===== src/pkg/csfc_pkg.sv =====
// Package for the capacitive sense frequency counter: register map, fields, resets.
package csfc_pkg;
  localparam logic [7:0] CSFC_OFF_SENSE_CTRL0 = 8'h00;
  localparam logic [7:0] CSFC_OFF_TMR2_CTRL = 8'h04;
  localparam logic [7:0] CSFC_OFF_TMR1_COUNT = 8'h08;
  localparam logic [7:0] CSFC_OFF_TMR2_COUNT = 8'h0C;
  localparam logic [7:0] CSFC_OFF_STATUS = 8'h10;
  localparam logic [7:0] CSFC_OFF_CONFIG = 8'h14;
  // Sense control word fields, then the clock source bit of the config word.
  localparam int CSFC_BIT_ENABLE = 7;
  localparam int CSFC_BIT_REFSEL = 6;
  localparam int CSFC_BIT_RNG_LO = 2;
  localparam int CSFC_BIT_PHASE = 1;
  localparam int CSFC_BIT_T1XSEL = 0;
  localparam int CSFC_BIT_T1CS = 8;
  // Second timer control fields.
  localparam int CSFC_BIT_T2ON = 0;
  localparam int CSFC_BIT_T2GE = 1;
  localparam int CSFC_BIT_T2CS_LO = 6;
  localparam logic [1:0] CSFC_T2CS_OSC = 2'h3;
  localparam logic [7:0] CSFC_RST_CTRL0 = 8'h00;
  localparam logic [7:0] CSFC_RST_TMR2_CTRL = 8'h00;
  localparam logic [8:0] CSFC_RST_T1CS = 9'h100;
  localparam logic [15:0] CSFC_RST_COUNT = 16'h0000;
  localparam logic [1:0] CSFC_RESP_OKAY = 2'h0;
  localparam logic [1:0] CSFC_RESP_SLVERR = 2'h2;
  typedef enum logic [2:0] {CSFC_MODE_OFF, CSFC_MODE_LOW, CSFC_MODE_MED, CSFC_MODE_HIGH,
    CSFC_MODE_NOISE} csfc_mode_e;
endpackage : csfc_pkg


===== src/logic/csfc_core.sv =====
// Capacitive sense frequency counter top with AXI4-Lite register slave.
`timescale 1ns/1ns
// Function
// Without reference select the oscillator stays in low range only.
// Oscillator clocks exactly one selected timer during the window.
// Window source must not be the timer the oscillator clocks.
// First timer uses oscillator when its select set and clock bit clear.
// Second timer clock field 11 selects the sense oscillator.
// Second timer off when on is 0; gated when gate enable set.
// Window best made from first timer overflow and gate toggle.
// Software clears timer at window start, captures count at end.
// Frequency equals captured count divided by window length.
// Same window for loaded and unloaded; loaded gives lower count.
// Threshold placed midway between unloaded and loaded frequency.
// Oscillator keeps running in sleep while the unit is enabled.
// Timer counts in sleep; comparison only after wake.
// First timer does not count during sleep.
// Reference select set picks high range, clear picks low range.
// Range field 00..11 off/low/med/high; high range 00 is noise.
// Read-only phase bit shows sourcing or sinking.
// Timer increments once per synchronised oscillator cycle.
module csfc_core import csfc_pkg::*; #(
  parameter bit HAS_REFSEL = 1'b1
) (
  // Clock and reset.
  input wire logic clock,
  input wire logic rst_n,
  // AXI4-Lite slave.
  input wire logic [7:0] s_axi_awaddr,
  input wire logic s_axi_awvalid,
  output logic s_axi_awready,
  input wire logic [31:0] s_axi_wdata,
  input wire logic [3:0] s_axi_wstrb,
  input wire logic s_axi_wvalid,
  output logic s_axi_wready,
  output logic [1:0] s_axi_bresp,
  output logic s_axi_bvalid,
  input wire logic s_axi_bready,
  input wire logic [7:0] s_axi_araddr,
  input wire logic s_axi_arvalid,
  output logic s_axi_arready,
  output logic [31:0] s_axi_rdata,
  output logic [1:0] s_axi_rresp,
  output logic s_axi_rvalid,
  input wire logic s_axi_rready,
  // Sense pin and system.
  input wire logic sense_pin,
  input wire logic sleep_state,
  input wire logic second_timer_gate,
  // Analogue control outputs.
  output logic osc_run_r,
  output logic high_range_r,
  output logic [2:0] osc_mode_r
);
  logic [7:0] sense_control_0_r;
  logic first_timer_clock_source_bit_r;
  logic [7:0] second_timer_control_r;
  logic [15:0] tmr1_count_r;
  logic [15:0] tmr2_count_r;
  logic [7:0] aw_addr_r;
  logic aw_have_r;
  logic [31:0] w_data_r;
  logic [3:0] w_strb_r;
  logic w_have_r;
  logic osc_level;
  logic osc_rise;
  logic gate_level;
  logic refsel;
  logic [1:0] rng;
  logic t1_osc;
  logic t2_osc;
  logic t2_run;
  logic do_write;
  csfc_edge_sync u_osc_sync (
    .clock(clock), .rst_n(rst_n), .async_in(sense_pin),
    .level_out(osc_level), .rise_out(osc_rise)
  );
  csfc_edge_sync u_gate_sync (
    .clock(clock), .rst_n(rst_n), .async_in(second_timer_gate),
    .level_out(gate_level), .rise_out()
  );
  function automatic csfc_mode_e range_mode(input logic hi, input logic [1:0] f);
    case (f)
      2'h0: range_mode = hi ? CSFC_MODE_NOISE : CSFC_MODE_OFF;
      2'h1: range_mode = CSFC_MODE_LOW;
      2'h2: range_mode = CSFC_MODE_MED;
      default: range_mode = CSFC_MODE_HIGH;
    endcase
  endfunction : range_mode
  function automatic logic [7:0] merge_byte(input logic [7:0] old, input logic [31:0] d,
    input logic [3:0] s);
    merge_byte = s[0] ? d[7:0] : old;
  endfunction : merge_byte
  // Variants without the select bit force the fixed references.
  assign refsel = HAS_REFSEL & sense_control_0_r[CSFC_BIT_REFSEL];
  assign rng = sense_control_0_r[CSFC_BIT_RNG_LO +: 2];
  // Second timer wins when both are routed, so one timer only is clocked.
  assign t2_osc = second_timer_control_r[CSFC_BIT_T2CS_LO +: 2] == CSFC_T2CS_OSC;
  assign t1_osc = sense_control_0_r[CSFC_BIT_T1XSEL] & ~first_timer_clock_source_bit_r
    & ~t2_osc;
  assign t2_run = second_timer_control_r[CSFC_BIT_T2ON]
    & (~second_timer_control_r[CSFC_BIT_T2GE] | gate_level);
  assign do_write = aw_have_r & w_have_r & ~s_axi_bvalid;
  // Analogue controls; sleep is ignored here so the oscillator keeps running.
  always_ff @(posedge clock or negedge rst_n) begin
    if (!rst_n) begin
      osc_run_r <= 1'b0;
      high_range_r <= 1'b0;
      osc_mode_r <= 3'h0;
    end else begin
      osc_run_r <= sense_control_0_r[CSFC_BIT_ENABLE];
      high_range_r <= refsel;
      osc_mode_r <= range_mode(refsel, rng);
    end
  end
  // First timer halts in sleep; counts reflect whole oscillator cycles.
  always_ff @(posedge clock or negedge rst_n) begin
    if (!rst_n) begin
      tmr1_count_r <= CSFC_RST_COUNT;
    end else if (do_write && aw_addr_r == CSFC_OFF_TMR1_COUNT) begin
      tmr1_count_r <= w_data_r[15:0];
    end else if (t1_osc && osc_rise && !sleep_state) begin
      tmr1_count_r <= tmr1_count_r + 16'h0001;
    end
  end
  // Second timer accumulates through sleep.
  always_ff @(posedge clock or negedge rst_n) begin
    if (!rst_n) begin
      tmr2_count_r <= CSFC_RST_COUNT;
    end else if (do_write && aw_addr_r == CSFC_OFF_TMR2_COUNT) begin
      tmr2_count_r <= w_data_r[15:0];
    end else if (t2_osc && t2_run && osc_rise) begin
      tmr2_count_r <= tmr2_count_r + 16'h0001;
    end
  end
  // Control registers.
  always_ff @(posedge clock or negedge rst_n) begin
    if (!rst_n) begin
      sense_control_0_r <= CSFC_RST_CTRL0;
      second_timer_control_r <= CSFC_RST_TMR2_CTRL;
      first_timer_clock_source_bit_r <= CSFC_RST_T1CS[CSFC_BIT_T1CS];
    end else if (do_write) begin
      if (aw_addr_r == CSFC_OFF_SENSE_CTRL0) begin
        sense_control_0_r <= merge_byte(sense_control_0_r, w_data_r, w_strb_r) & 8'hCD;
      end
      if (aw_addr_r == CSFC_OFF_TMR2_CTRL) begin
        second_timer_control_r <= merge_byte(second_timer_control_r, w_data_r, w_strb_r);
      end
      if (aw_addr_r == CSFC_OFF_CONFIG && w_strb_r[1]) begin
        first_timer_clock_source_bit_r <= w_data_r[CSFC_BIT_T1CS];
      end
    end
  end
  // Write channel: address and data taken in either order.
  always_ff @(posedge clock or negedge rst_n) begin
    if (!rst_n) begin
      aw_have_r <= 1'b0;
      w_have_r <= 1'b0;
      aw_addr_r <= 8'h00;
      w_data_r <= 32'h00000000;
      w_strb_r <= 4'h0;
      s_axi_awready <= 1'b0;
      s_axi_wready <= 1'b0;
      s_axi_bvalid <= 1'b0;
      s_axi_bresp <= CSFC_RESP_OKAY;
    end else begin
      s_axi_awready <= ~aw_have_r & ~s_axi_awready & s_axi_awvalid;
      s_axi_wready <= ~w_have_r & ~s_axi_wready & s_axi_wvalid;
      if (s_axi_awvalid && s_axi_awready) begin
        aw_have_r <= 1'b1;
        aw_addr_r <= {s_axi_awaddr[7:2], 2'h0};
      end
      if (s_axi_wvalid && s_axi_wready) begin
        w_have_r <= 1'b1;
        w_data_r <= s_axi_wdata;
        w_strb_r <= s_axi_wstrb;
      end
      if (do_write) begin
        aw_have_r <= 1'b0;
        w_have_r <= 1'b0;
        s_axi_bvalid <= 1'b1;
        s_axi_bresp <= (aw_addr_r == CSFC_OFF_SENSE_CTRL0 || aw_addr_r == CSFC_OFF_TMR2_CTRL
          || aw_addr_r == CSFC_OFF_TMR1_COUNT || aw_addr_r == CSFC_OFF_TMR2_COUNT
          || aw_addr_r == CSFC_OFF_CONFIG) ? CSFC_RESP_OKAY : CSFC_RESP_SLVERR;
      end else if (s_axi_bvalid && s_axi_bready) begin
        s_axi_bvalid <= 1'b0;
      end
    end
  end
  // Read channel; the phase bit is live so software sees the oscillator state.
  always_ff @(posedge clock or negedge rst_n) begin
    if (!rst_n) begin
      s_axi_arready <= 1'b0;
      s_axi_rvalid <= 1'b0;
      s_axi_rdata <= 32'h00000000;
      s_axi_rresp <= CSFC_RESP_OKAY;
    end else begin
      s_axi_arready <= ~s_axi_arready & ~s_axi_rvalid & s_axi_arvalid;
      if (s_axi_arvalid && s_axi_arready) begin
        s_axi_rvalid <= 1'b1;
        s_axi_rresp <= CSFC_RESP_OKAY;
        case ({s_axi_araddr[7:2], 2'h0})
          CSFC_OFF_SENSE_CTRL0: s_axi_rdata <= {24'h000000,
            sense_control_0_r[7:2], osc_level, sense_control_0_r[0]};
          CSFC_OFF_TMR2_CTRL: s_axi_rdata <= {24'h000000, second_timer_control_r};
          CSFC_OFF_TMR1_COUNT: s_axi_rdata <= {16'h0000, tmr1_count_r};
          CSFC_OFF_TMR2_COUNT: s_axi_rdata <= {16'h0000, tmr2_count_r};
          CSFC_OFF_STATUS: s_axi_rdata <= {28'h0000000, t2_run, t2_osc, t1_osc, osc_level};
          CSFC_OFF_CONFIG: s_axi_rdata <= {23'h000000, first_timer_clock_source_bit_r,
            8'h00};
          default: begin
            s_axi_rdata <= 32'h00000000;
            s_axi_rresp <= CSFC_RESP_SLVERR;
          end
        endcase
      end else if (s_axi_rvalid && s_axi_rready) begin
        s_axi_rvalid <= 1'b0;
      end
    end
  end
  a_one_timer: assert property (@(posedge clock) disable iff (!rst_n)
    !do_write |=> !(tmr1_count_r != $past(tmr1_count_r) && tmr2_count_r != $past(tmr2_count_r)))
    else $error("both timers counted");
  a_t1_sleep: assert property (@(posedge clock) disable iff (!rst_n)
    (sleep_state && !do_write) |=> $stable(tmr1_count_r)) else $error("t1 ran");
  a_t2_count: assert property (@(posedge clock) disable iff (!rst_n)
    (t2_osc && t2_run && osc_rise && !do_write) |=> tmr2_count_r == $past(tmr2_count_r) + 16'h0001)
    else $error("t2 missed");
  a_t2_off: assert property (@(posedge clock) disable iff (!rst_n)
    (!second_timer_control_r[CSFC_BIT_T2ON] && !do_write) |=> $stable(tmr2_count_r))
    else $error("t2 off ran");
  a_low_only: assert property (@(posedge clock) disable iff (!rst_n)
    !HAS_REFSEL |-> !refsel) else $error("high range");
  a_noise_mode: assert property (@(posedge clock) disable iff (!rst_n)
    (refsel && rng == 2'h0) |=> osc_mode_r == CSFC_MODE_NOISE) else $error("mode");
  a_run_sleep: assert property (@(posedge clock) disable iff (!rst_n)
    sense_control_0_r[CSFC_BIT_ENABLE] |=> osc_run_r) else $error("osc stop");
  a_t1_count: assert property (@(posedge clock) disable iff (!rst_n)
    (t1_osc && osc_rise && !sleep_state && !do_write) |=> tmr1_count_r != $past(tmr1_count_r))
    else $error("t1 missed");
  c_t1: cover property (@(posedge clock) t1_osc && osc_rise);
  c_t2_sleep: cover property (@(posedge clock) t2_osc && sleep_state && osc_rise);
  c_noise: cover property (@(posedge clock) osc_mode_r == CSFC_MODE_NOISE);
endmodule : csfc_core


===== src/logic/csfc_edge_sync.sv =====
// Two-stage synchroniser with rising-edge pulse for the oscillator pin.
`timescale 1ns/1ns
module csfc_edge_sync import csfc_pkg::*; (
  // Clock and reset.
  input wire logic clock,
  input wire logic rst_n,
  // Asynchronous level in, one-cycle edge out.
  input wire logic async_in,
  output logic level_out,
  output logic rise_out
);
  logic s1_r;
  logic s2_r;
  logic s3_r;
  always_ff @(posedge clock or negedge rst_n) begin
    if (!rst_n) begin
      s1_r <= 1'b0;
      s2_r <= 1'b0;
      s3_r <= 1'b0;
    end else begin
      s1_r <= async_in;
      s2_r <= s1_r;
      s3_r <= s2_r;
    end
  end
  assign level_out = s2_r;
  assign rise_out = s2_r & ~s3_r;
endmodule : csfc_edge_sync


===== config.mk =====
export PLATFORM = sky130hd
export DESIGN_NAME = csfc_core
export DESIGN_NICKNAME = d
export VERILOG_FILES = /design/src/pkg/csfc_pkg.sv /design/src/logic/csfc_core.sv /design/src/logic/csfc_edge_sync.sv
export SDC_FILE = /design/constraint.sdc
export NUM_CORES = 1
export LEC_CHECK = 0
export ABC_AREA = 1
export BUFFER_PORTS_ARGS = -buffer_cell sky130_fd_sc_hd__buf_2
export CAP_MARGIN = 20
export CORE_MARGIN = 4
export CORE_UTILIZATION = 40
export DETAILED_ROUTE_END_ITERATION = 12
export GPL_TIMING_DRIVEN = 0
export PLACE_DENSITY = 0.7
export SLEW_MARGIN = 15
export SYNTH_ARGS = -nofsm -noshare
export SYNTH_HDL_FRONTEND = slang
export SYNTH_SLANG_ARGS = --single-unit

===== constraint.sdc =====
create_clock -name clock -period 2.3 [get_ports clock]
set_input_delay 0.115 -clock clock [delete_from_list [all_inputs] [get_ports clock]]
set_output_delay 0.115 -clock clock [all_outputs]
set_load 0.01 [all_outputs]

Word level (Yosys, flattened, before mapping)
Cells that the tools add are included.
{"block": "classes", "bitwise_logic": 24, "n_eq_ne": 12, "n_reduce_logical": 30, "mux": 17, "n_addsub": 2}
{"op": "case mux 16 bit (6 select lines)", "n": 1}
{"op": "2-to-1 mux 16 bit", "n": 4}
{"op": "adder 16 x 1 -> 16 bit, second input constant", "n": 2}
{"op": "== test 6 x 2 -> 1 bit, second input constant", "n": 4}
{"op": "== test 6 x 3 -> 1 bit, second input constant", "n": 3}
{"op": "AND 1 bit", "n": 12}
{"op": "== test 6 x 1 -> 1 bit, second input constant", "n": 2}
{"op": "logical AND 1 bit", "n": 12}
{"op": "nonzero test 2 bit", "n": 6}
{"op": "inverter 1 bit", "n": 11}
{"op": "case mux 3 bit (3 select lines)", "n": 1}
{"op": "zero test 8 bit", "n": 1}
{"op": "2-to-1 mux 1 bit", "n": 8}
{"op": "zero test 6 bit", "n": 1}
{"op": "AND reduction 3 bit", "n": 2}
{"op": "OR reduction 6 bit", "n": 1}
{"op": "== test 2 bit, second input constant", "n": 2}
{"op": "logical OR 1 bit", "n": 4}
{"op": "2-to-1 mux 2 bit", "n": 2}
{"op": "2-to-1 mux 3 bit", "n": 1}
{"op": "== test 2 x 1 -> 1 bit, second input constant", "n": 1}
{"op": "zero test 2 bit", "n": 1}
{"op": "AND reduction 2 bit", "n": 1}
{"op": "zero test 1 bit", "n": 1}
{"op": "bitwise OR 1 bit", "n": 1}
{"block": "word_totals", "out_inout_bits": 46, "ff_bits": 123}

Longest topological paths before layout
Gate-level depths: netlist (run 1).
{"block": "logic_depth", "depth_word": 7, "depth_mapped": 9, "ltp_nobuf": 9}

Modules after synthesis
Synthesis (run 1) repeated with hierarchy kept, for this count alone.
{"block": "unflattened", "hier_cells": 717, "hier_area_um2": 5564.1}
{"mod": "csfc_core", "instances": 1, "area_each_um2": 5393.9, "cells_each": 707, "seq_area_each_um2": 2503.7}
{"mod": "csfc_edge_sync", "instances": 2, "area_each_um2": 85.1, "cells_each": 5, "seq_area_each_um2": 75.1}

Worst setup path after synthesis (run 1)
OpenSTA, ideal clock, no wires.
{"block": "synth_path", "path_kind": "register to register", "start": "reg s_axi_bvalid", "end": "reg second_timer_control_r[6]", "t_arrival_ps": 1311, "slack_ps": 872, "required_ps": 2183, "setup_time_ps": 117, "path_buffers": 2, "stages_incl_launch_ff": 10, "period_less_slack_ps": 1428, "path_cell_list": "dfrtp_1 -> inv_1 -> nand3_4 -> inv_2 -> nand2_2 -> or2_1 -> buf_6 -> buf_6 -> nand2_2 -> o21ai_2"}
{"block": "synth_between", "elab_chain_len": 3}
{"element": "from (decl)", "line": "csfc_core.sv:37", "source": "output logic s_axi_bvalid,"}
{"element": "from (signal assigned)", "line": "csfc_core.sv:164", "source": "s_axi_bvalid <= 1'b0;"}
{"element": "from (signal assigned)", "line": "csfc_core.sv:181", "source": "s_axi_bvalid <= 1'b1;"}
{"element": "from (signal assigned)", "line": "csfc_core.sv:186", "source": "s_axi_bvalid <= 1'b0;"}
{"element": "inverter 1 bit", "line": "csfc_core.sv:103", "source": "assign do_write = aw_have_r & w_have_r & ~s_axi_bvalid;"}
{"element": "AND 1 bit", "line": "csfc_core.sv:103"}
{"element": "AND reduction 3 bit (no line)"}
{"element": "to (signal assigned)", "line": "csfc_core.sv:147", "source": "second_timer_control_r <= merge_byte(second_timer_control_r, w_data_r, w_strb_r);"}
{"element": "to (decl)", "line": "csfc_core.sv:57", "source": "logic [7:0] second_timer_control_r;"}
No other way between the ends.
A chain may end at the register's enable or synchronous reset.

Worst setup path after layout (run 1)
{"block": "layout_path", "start": "reg aw_addr_r[7]", "end": "reg tmr2_count_r[8]"}
{"block": "layout_between", "elab_chain_len": 3, "elab_cells_between_ends": 4, "cone_classes": "1 x eq/ne; 1 x mux; 2 x reduce/logical"}
{"element": "from (decl)", "line": "csfc_core.sv:60", "source": "logic [7:0] aw_addr_r;"}
{"element": "from (signal assigned)", "line": "csfc_core.sv:171", "source": "aw_addr_r <= {s_axi_awaddr[7:2], 2'h0};"}
{"element": "== test 6 x 2 -> 1 bit *", "line": "csfc_core.sv:130", "source": "end else if (do_write && aw_addr_r == CSFC_OFF_TMR2_COUNT) begin"}
{"element": "logical AND 1 bit *", "line": "csfc_core.sv:130"}
{"element": "2-to-1 mux 16 bit or nonzero test 2 bit (tied branches)"}
{"element": "to (signal assigned)", "line": "csfc_core.sv:131", "source": "tmr2_count_r <= w_data_r[15:0];"}
{"element": "to (signal assigned)", "line": "csfc_core.sv:133", "source": "tmr2_count_r <= tmr2_count_r + 16'h0001;"}
{"element": "to (decl)", "line": "csfc_core.sv:59", "source": "logic [15:0] tmr2_count_r;"}
Mark *: on every way between the ends. The rest lies on a longest branch, timed or not.

==> impl_metrics.json, run 1 <==
{
  "ys_seq_area_share_pct": 47.8,
  "n_fill_cell": 1300,
  "seq_area_um2": 2630,
  "grt_pass1_wl_um": 23500,
  "swShare_pct": 37.7,
  "cts_tree": "done",
  "netlist_top_cells_area": "dfrtp_1, nand2_1, nand3_1, inv_1, o21ai_0",
  "fin_nets": 899,
  "vias": 4861,
  "synthFlopType": "dfrtp_1",
  "critPathKind": "flop to flop",
  "yosysTopAreaCellShare_pct": 47.3,
  "die_height_um": 125,
  "cp_slowest_stage_delay_ns": 0.38,
  "ys_types": 37,
  "clockBufferDepth": 2,
  "clock_latency_ns": 0.35,
  "wire_per_inst_um": 13.5,
  "yosysWarnings": 0,
  "p_seq_share_pct": 49.5,
  "cp_cell_sequence": "nor2_1 > nand2_1 > nor3_4 > nor2_1 > buf_6 > nand2_1 > nand3_1",
  "clk_pin_slew_ns": 0.06,
  "final_antenna_net_count": 0,
  "first_global_vias": 4815,
  "overflow": 0,
  "relSlewSlack_pct": 61.6,
  "comb_power_share_pct": 28.2,
  "drt_wl_total_um": 13700,
  "grt_use_met1_pct": 25.9,
  "cp_num_buf_inv": 1,
  "async_reset_ff_share_pct": 100,
  "gp_congestion": 0.909,
  "core_area_um2": 13300,
  "cts_num_sinks": 105,
  "cp_top_family": "simple AND/OR/NAND/NOR gates",
  "track_usage_pct": 18.3,
  "die-area_um2": 15700,
  "use_met3_pct": 4.14,
  "worst_slack_ns": 0.554,
  "area.growth.synth_to_final_pct": 21.9,
  "ios": 108,
  "route.detailed.drc": 0,
  "post_cts_buffers": 0,
  "grt_max_degree": 57,
  "final_area_um2": 6710,
  "fin_crit_sh_pct": 75.9,
  "power.switching_mw": 2.37,
  "vdd_drop_max_mv": 0.493,
  "layout-drive-gt1-share_pct": 16.0,
  "hp-class": "input port to flop",
  "yosysMostFrequentCell": "nand2_1",
  "path_max_fanout": 10,
  "syn_avg_cell_area_um2": 7.75,
  "multiInputGateArea_um2": 2390,
  "rsz0062_at_grt": "no",
  "syn_area_um2": 5500,
  "dpl_cell_area_um2": 6160,
  "power.leakage_nw": 3.49,
  "setup_viol": 0,
  "timing.final.hold_violations": 0,
  "root_buffer": "clkbuf_16",
  "p_per_area_nw_per_um2": 937,
  "fp-row-count": 42,
  "portBuffers": 67,
  "fin_crit_ns": 1.75,
  "max_cap_violations": 0,
  "worstPathArrival_ns": 1.97,
  "synth_enable_flop_cells": 0,
  "grt.met2_usage_pct": 28.8,
  "place_ws_ns": 0.554,
  "p_int_mw": 3.91,
  "final.setup_skew_ns": 0.0128,
  "htree_levels": 3,
  "cts_buffers": 9,
  "cp_data_required_time_ns": 2.53,
  "worst_pin_slew_ns": 0.573,
  "synth_common_cells": "nand2_1, dfrtp_1, inv_1, nand3_1, nor2_1",
  "start_util_pct": 41.2,
  "busiest_layer": "met2",
  "status": "complete, no violations",
  "hpwl_um": 10200,
  "cpMaxStageDelayCell": "dfrtp_1",
  "fmax_ghz": 0.573,
  "syn_inst": 710,
  "setup_tns_ns": 0,
  "diodes": 0,
  "synth-seq-cells": 105,
  "die_w_um": 125,
  "yosysTopAreaCell": "dfrtp_1",
  "clkPwrFrac_pct": 22.4,
  "drt-pass1-iter-count": 5,
  "start_kind": "flop",
  "endpoint_kind": "flop",
  "drv_slew": 0,
  "antenna_found_initial": 0,
  "vias_per_cell": 4.79,
  "drtIter0Drc": 396
}
[cell families after synthesis]
group	after synthesis	synth area share, %
AND/OR/NAND/NOR	393	30.9
adder cells (fa/ha/maj)	2	0.455
buffers and inverters	114	9.94
flip-flops	105	47.8
AO/OA/AOI/OAI	78	8.12
other	1	0.0681
XOR/XNOR	17	2.71
[state kept, by name, summed over array words and instances, names as in the netlist, 2 cells and up]
| signal | cells |
|---|---|
| s_axi_rdata | 16 |
| tmr1_count_r | 16 |
| tmr2_count_r | 16 |
| w_data_r | 16 |
| second_timer_control_r | 8 |
| aw_addr_r | 6 |
| sense_control_0_r | 5 |
| osc_mode_r | 3 |
| w_strb_r | 2 |
[layout make-up]
| cell class | count | area share, % |
|---|---|---|
| Buffer | 38 | 3.86 |
| Clock buffer | 12 | 3.67 |
| Clock inverter | 2 | 0.242 |
| Inverter | 76 | 4.29 |
| Multi-Input combinational cell | 508 | 35.6 |
| Sequential cell | 105 | 39.2 |
| Tap cell | 176 | 3.28 |
| Timing Repair Buffer | 97 | 9.83 |
[layout by cell type (no fill, tap or decap), drive strengths merged, types with 2 or more instances in the layout]
| cell | netlist | layout |
|---|---|---|
| nand2 | 238 | 238 |
| dfrtp | 104 | 104 |
| buf | 29 | 97 |
| inv | 74 | 74 |
| nand3 | 62 | 62 |
| nor2 | 59 | 59 |
| o21ai | 55 | 55 |
| dlygate4sd3 | 0 | 29 |
| nand4 | 24 | 24 |
| clkbuf | 9 | 21 |
| conb | 1 | 18 |
| a21oi | 13 | 13 |
| xor2 | 13 | 13 |
| nor3 | 6 | 6 |
| o21bai | 5 | 5 |
| xnor2 | 4 | 4 |
| nor3b | 3 | 3 |
| o211ai | 3 | 3 |
| clkinv | 2 | 3 |
| ha | 2 | 2 |
[per-layer routing]
metal / wire (um) / vias up
li1: - / 2478
met5: 0 / -
met1: 6530 / 2233
met3: 748 / 13
met4: 144 / 0
met2: 6240 / 137
[power groups by stage]
| stage | Clock [mW] | Combinational, mW | Sequential (mW) |
|---|---|---|---|
| after floorplan | 0 | 1.27 | 2.95 |
| after global placement | 0 | 1.68 | 3.11 |
| after detailed placement | 0 | 1.73 | 3.12 |
| after CTS | 1.44 | 1.78 | 3.09 |
| after global routing | 1.52 | 2.07 | 3.19 |
| final | 1.40 | 1.77 | 3.11 |
[path summary, 6_finish.rpt]
check,from,slack (ns),cells past startpoint,to
worst max-delay path,aw_addr_r[7]$_DFFE_PN0P_,0.55,7,tmr2_count_r[8]$_DFFE_PN0P_
max in group asynchronous,rst_n,1.34,3,first_timer_clock_source_bit_r$_DFFE_PN1P_
worst max register to register,aw_addr_r[7]$_DFFE_PN0P_,0.55,7,tmr2_count_r[8]$_DFFE_PN0P_
min in group asynchronous,rst_n,0.27,2,w_data_r[15]$_DFFE_PN0P_
worst min register to register,u_gate_sync.s1_r$_DFF_PN0_,0.35,0,u_gate_sync.level_out$_DFF_PN0_
worst min-delay path,s_axi_wvalid,0.03,2,s_axi_wready$_DFF_PN0_
[stage by stage]
stage / instances / total power [mW] / util (%) / hold slack, ns
finish: 1014 / 6.28 / 50.3 / 0.0312
global placement: 970 / 4.80 / 45.9 / 0.224
floorplan: 727 / 4.22 / - / -0.181
detailed placement: 971 / 4.85 / 46.1 / 0.0941
CTS: 1014 / 6.32 / 50.3 / 0.0215
global route: 1014 / 6.78 / 50.3 / 0.0339
[what timing repair did]
action,4_1_cts,5_1_grt
hold buffers,29,0
resized for setup,0,0
hold endpoints to repair,77,0
No activity file was read; power rests on OpenSTA's default activity.
==> run 2: changes to the inputs <==
--- a/config.mk
+++ b/config.mk
@@ -12,7 +12,7 @@
 export CORE_UTILIZATION = 40
 export DETAILED_ROUTE_END_ITERATION = 12
 export GPL_TIMING_DRIVEN = 0
-export PLACE_DENSITY = 0.7
+export PLACE_DENSITY = 0.72
 export SLEW_MARGIN = 15
 export SYNTH_ARGS = -nofsm -noshare
 export SYNTH_HDL_FRONTEND = slang
==> constraint.sdc (replaced) <==
create_clock -name clock -period 1.55 [get_ports clock]
set_input_delay 0.0775 -clock clock [delete_from_list [all_inputs] [get_ports clock]]
set_output_delay 0.0775 -clock clock [all_outputs]
set_load 0.01 [all_outputs]
==> run 2 against run 1 <==
  * Maximum frequency up 18%
  * Critical path depth up 1
  * Critical path type unchanged
  * Largest cell class unchanged
  * Non-clock buffer count up 4
  * Clock skew down 0.0019 ns
  * Register-to-register slack worse by 0.48 ns
  * Setup slack worse by 0.48 ns
  * Via count up 0.72%
  * Power up 52%
  * Core utilization up 1.0 points
==> impl_metrics.json, run 2 (synthesis results as in run 1) <==
{
  "root_buffer": "clkbuf_16",
  "place_ws_ns": -0.175,
  "relSlewSlack_pct": 66.2,
  "power.switching_mw": 3.66,
  "setup_viol": 0,
  "power.leakage_nw": 3.53,
  "final_antenna_net_count": 0,
  "start_util_pct": 41.2,
  "clk_pin_slew_ns": 0.07,
  "setup_tns_ns": 0,
  "fin_crit_ns": 1.48,
  "comb_power_share_pct": 28.9,
  "worst_slack_ns": 0.0722,
  "timing.final.hold_violations": 0,
  "fin_crit_sh_pct": 95.3,
  "clkPwrFrac_pct": 22.4,
  "clock_latency_ns": 0.36,
  "drv_slew": 0,
  "hpwl_um": 10300,
  "clockBufferDepth": 2,
  "endpoint_kind": "flop",
  "grt_pass1_wl_um": 22700,
  "ios": 108,
  "drt_wl_total_um": 13700,
  "fmax_ghz": 0.677,
  "mostFrequentLayoutCells": "nand2_1, dfrtp_1, inv_1",
  "vias_per_cell": 4.80,
  "die_w_um": 125,
  "p_seq_share_pct": 48.6,
  "fin_nets": 903,
  "path_max_fanout": 5,
  "area.growth.synth_to_final_pct": 24.4,
  "worstPathArrival_ns": 1.72,
  "diodes": 0,
  "core_area_um2": 13300,
  "final.setup_skew_ns": 0.0109,
  "htree_levels": 3,
  "final_common_cell": "nand2_1",
  "fp-row-count": 42,
  "wire_per_inst_um": 13.5,
  "swShare_pct": 38.4,
  "layout-drive-gt1-share_pct": 18.6,
  "rsz0062_at_grt": "yes",
  "p_per_area_nw_per_um2": 1390,
  "portBuffers": 67,
  "die-area_um2": 15700,
  "cts_num_sinks": 105,
  "first_global_vias": 4601,
  "status": "complete, no violations",
  "route.detailed.drc": 0,
  "max_cap_violations": 0,
  "cts_tree": "done",
  "instances_no_fill": 1019,
  "hp-class": "input port to flop",
  "start_kind": "flop",
  "p_int_mw": 5.88,
  "track_usage_pct": 18.0,
  "dp_cells": 971,
  "drtIter0Drc": 415,
  "worst_pin_slew_ns": 0.507,
  "n_fill_cell": 1264,
  "overflow": 0,
  "die_height_um": 125,
  "critPathKind": "flop to flop",
  "cts_buffers": 9,
  "cp_data_required_time_ns": 1.79,
  "antenna_found_initial": 0,
  "drt-pass1-iter-count": 5,
  "vias": 4896,
  "vdd_drop_max_mv": 0.750,
  "grt_max_degree": 54,
  "gp_congestion": 0.914
}
run 2: cell types whose count changed in the layout (fill, tap and decap cells not counted), moves of 2 or more:
cell | before | now
nor2_1 | 54 | 48
clkbuf_2 | 0 | 2
nand2_1 | 233 | 230
nand2_2 | 4 | 6
dfrtp_1 | 104 | 100
nor2_2 | 4 | 6
clkbuf_1 | 11 | 7
dfrtp_2 | 0 | 4
inv_2 | 1 | 3
nor2_4 | 1 | 5
inv_1 | 72 | 70
dlygate4sd3_1 | 29 | 32
run 2: path summary, 6_finish.rpt:
kind,start,cells after the start,slack (ns),endpoint
min in group asynchronous,rst_n,2,0.23,w_data_r[9]$_DFFE_PN0P_
worst min register to register,u_osc_sync.s1_r$_DFF_PN0_,0,0.35,u_osc_sync.level_out$_DFF_PN0_
worst max register to register,tmr1_count_r[1]$_DFFE_PN0P_,8,0.07,tmr1_count_r[14]$_DFFE_PN0P_
worst min-delay path,s_axi_araddr[4],3,0.06,s_axi_rresp[1]$_DFFE_PN0P_
worst max-delay path,tmr1_count_r[1]$_DFFE_PN0P_,8,0.07,tmr1_count_r[14]$_DFFE_PN0P_
max in group asynchronous,rst_n,3,0.64,first_timer_clock_source_bit_r$_DFFE_PN1P_
run 2: worst max-delay path: stages (launching register included):
cell and delay (ns):
dfrtp_1 0.45, ha_1 0.22, nand3_1 0.18, nor2_2 0.22, nand3_1 0.09, nand2_1 0.06, nand2_1 0.05, nand2_1 0.05
nand3_1 0.06
run 2: power by group through the flow:
| stage | Clock, mW | Combinational [mW] | Sequential (mW) |
|---|---|---|---|
| finish | 2.14 | 2.76 | 4.64 |
| floorplan | 0 | 1.88 | 4.38 |
| global placement | 0 | 2.50 | 4.61 |
| detailed placement | 0 | 2.59 | 4.64 |
| global route | 2.32 | 3.14 | 4.76 |
| CTS | 2.19 | 2.72 | 4.60 |
run 2: through the flow:
| step | area, um^2 | utilization [%] | hold slack, ns | power, mW |
|---|---|---|---|---|
| 5_1_grt | 6840 | 51.3 | 0.0919 | 10.2 |
| 3_3_place_gp | 6120 | 45.9 | 0.186 | 7.11 |
| 6_report | 6840 | 51.3 | 0.0586 | 9.54 |
| 3_5_place_dp | 6160 | 46.1 | 0.0641 | 7.23 |
| 4_1_cts | 6800 | 51.0 | 0.0502 | 9.51 |
| 2_1_floorplan | 5570 | - | -0.218 | 6.25 |
run 2: cell type report:
type	count	area [um^2]	area share [%]
Timing Repair Buffer	104	732	10.7
Clock buffer	11	243	3.55
Sequential cell	105	2630	38.5
Inverter	76	288	4.21
Clock inverter	4	30.0	0.439
Multi-Input combinational cell	508	2450	35.9
Buffer	35	243	3.55
Tap cell	176	220	3.22
run 2: timing repair:
action | 4_1_cts | 5_1_grt
pin swaps | 1 | 3
gates cloned | 0 | 0
endpoints found under the setup margin | 41 | 40
endpoints found under the hold margin | 83 | 0
setup buffers | 3 | 1
gates resized for setup | 8 | 20
hold buffers | 32 | 0
run 2: routing by layer:
layer  share of wire, %  GRT usage [%]
met4                1.7           5.10
met1                 48           26.1
met5                  0              0
met2                 45           27.0
met3                5.5           4.18
==> run 3: changes to the inputs <==
--- a/config.mk
+++ b/config.mk
@@ -8,7 +8,6 @@
 export ABC_AREA = 1
 export BUFFER_PORTS_ARGS = -buffer_cell sky130_fd_sc_hd__buf_2
 export CAP_MARGIN = 20
-export CORE_MARGIN = 4
 export CORE_UTILIZATION = 40
 export DETAILED_ROUTE_END_ITERATION = 12
 export GPL_TIMING_DRIVEN = 0
==> constraint.sdc (replaced) <==
create_clock -name clock -period 1.55 [get_ports clock]
set_input_delay 0 -clock clock [delete_from_list [all_inputs] [get_ports clock]]
set_output_delay 0 -clock clock [all_outputs]
set_load 0.01 [all_outputs]
==> run 3 against run 2 <==
  * Routed wire length increased by 1.4%
  * Clock skew decreased by 0.0023 ns
  * Via count increased by 2.5%
  * Final cell count increased by 1.3%
  * First-iteration DRC count increased by 6.0%
  * Largest cell class unchanged
  * Sequential power increased by 0.9%
  * Count of clock-buffer cells in the layout decreased by 1
  * Maximum frequency about the same
  * Combinational power increased by 5%
  * Setup slack got worse by 0.0011 ns
==> impl_metrics.json, run 3 (synthesis results as in run 1) <==
{
  "seq_area_um2": 2640,
  "overflow": 0,
  "final_common_cell": "nand2_1",
  "drtIter0Drc": 440,
  "hpwl_um": 10000,
  "hp-class": "input port to flop",
  "grt_pass1_wl_um": 23200,
  "drt_wl_total_um": 13900,
  "vias": 5019,
  "vias_per_cell": 4.86,
  "drt-pass1-iter-count": 5,
  "mostFrequentLayoutCells": "nand2_1, dfrtp_1, inv_1, buf_2, nand3_1",
  "max_cap_violations": 0,
  "clockBufferDepth": 2,
  "fin_crit_sh_pct": 95.4,
  "p_per_area_nw_per_um2": 1410,
  "diodes": 0,
  "path_max_fanout": 10,
  "p_total_mw": 9.93,
  "wl_met2_um": 6480,
  "wl_met1_um": 6580,
  "first_global_vias": 4753,
  "area.growth.synth_to_final_pct": 27.8,
  "setup_viol": 0,
  "n_fill_cell": 1263,
  "die_height_um": 119,
  "track_usage_pct": 20.9,
  "vdd_drop_max_mv": 0.715,
  "dp_cells": 971,
  "fin_crit_ns": 1.48,
  "drv_slew": 0,
  "power.leakage_nw": 3.62,
  "die-area_um2": 14200,
  "cp_data_required_time_ns": 1.78,
  "timing.final.hold_violations": 0,
  "ios": 108,
  "clk_pin_slew_ns": 0.07,
  "layout-drive-gt1-share_pct": 20.2,
  "critPathKind": "flop to flop",
  "core_area_um2": 13300,
  "fmax_ghz": 0.676,
  "route.detailed.drc": 0,
  "routed.top_layer": "met4",
  "finalCoreUtilization_pct": 52.7,
  "cp_cell_sequence": "nor2_4 > nand2_2 > nor3_4 > buf_6 > nor2_4 > buf_6 > nand3_1 > nand3_1",
  "final.setup_skew_ns": 0.00861,
  "place_ws_ns": -0.154,
  "endpoint_kind": "flop",
  "route.met3.wl_um": 628,
  "worst_slack_ns": 0.0711,
  "cpMaxStageDelayCell": "dfrtp_1",
  "fin_nets": 917,
  "root_buffer": "clkbuf_16",
  "clock_latency_ns": 0.35,
  "final_antenna_net_count": 0,
  "multiInputGateArea_um2": 2480,
  "cts_num_sinks": 105,
  "antenna_found_initial": 0,
  "die_w_um": 119,
  "gp_congestion": 0.935,
  "cp_slowest_stage_delay_ns": 0.41,
  "start_kind": "flop",
  "worstPathArrival_ns": 1.71,
  "start_util_pct": 41.2,
  "portBuffers": 67,
  "cts_tree": "done",
  "grt_max_degree": 69,
  "status": "complete, no violations",
  "wire_per_inst_um": 13.5,
  "htree_levels": 3,
  "fp-row-count": 42,
  "cts_buffers": 9,
  "instances_no_fill": 1032
}
[run 3: area by class of cell]
class	instances	share of cell area, %
repair buffers	118	12.2
plain buffers	35	3.49
well taps	176	3.13
clock inverters	4	0.996
inverters	76	4.14
clock buffers	10	3.26
flip-flops and latches	105	37.5
multi-input cells	508	35.3
[run 3: through the flow]
step           hold slack (ns)  TNS, ns  area (um^2)
6_report               0.00994        0         7030
5_1_grt                 0.0136   -0.157         7030
4_1_cts                 0.0173        0         6850
3_5_place_dp           -0.0643    -2.69         6160
3_3_place_gp             0.108   -78.72         6120
2_1_floorplan           -0.296        0         5570
[run 3: power by group]
part	switching, mW	total (mW)	internal (mW)
combinational	1.72	2.89	1.17
clock	0.965	2.36	1.39
sequential	1.01	4.68	3.67
[run 3: routing by layer]
layer,GRT usage (%),vias to the layer above
met4,7.81,0
li1,-,2516
met1,28.7,2351
met3,3.54,19
met2,33.0,133
met5,0,-
[run 3: path summary, 6_finish.rpt]
kind | startpoint | endpoint | slack [ns] | cells past startpoint
worst max-delay path | aw_addr_r[5]$_DFFE_PN0P_ | tmr2_count_r[10]$_DFFE_PN0P_ | 0.07 | 8
worst min-delay path | sleep_state | tmr1_count_r[2]$_DFFE_PN0P_ | 0.01 | 4
worst max register to register | aw_addr_r[5]$_DFFE_PN0P_ | tmr2_count_r[10]$_DFFE_PN0P_ | 0.07 | 8
worst min register to register | u_osc_sync.s1_r$_DFF_PN0_ | u_osc_sync.level_out$_DFF_PN0_ | 0.35 | 0
max in group asynchronous | rst_n | first_timer_clock_source_bit_r$_DFFE_PN1P_ | 0.74 | 3
min in group asynchronous | rst_n | w_strb_r[0]$_DFFE_PN0P_ | 0.13 | 2
[run 3: critical path, delay by kind of cell (launching register included)]
family,cells,cell delay (ns)
and+or+nand+nor,6,0.67
buffers and inverters,2,0.29
DFF,1,0.41
[run 3: timing repair]
| item | in CTS | in global routing |
|---|---|---|
| buffers inserted | 3 | 12 |
| pin swaps | 2 | 7 |
| hold buffers | 35 | 0 |
| setup endpoints to repair | 40 | 57 |
| endpoints found under the hold margin | 136 | 0 |
| gates resized for setup | 9 | 32 |
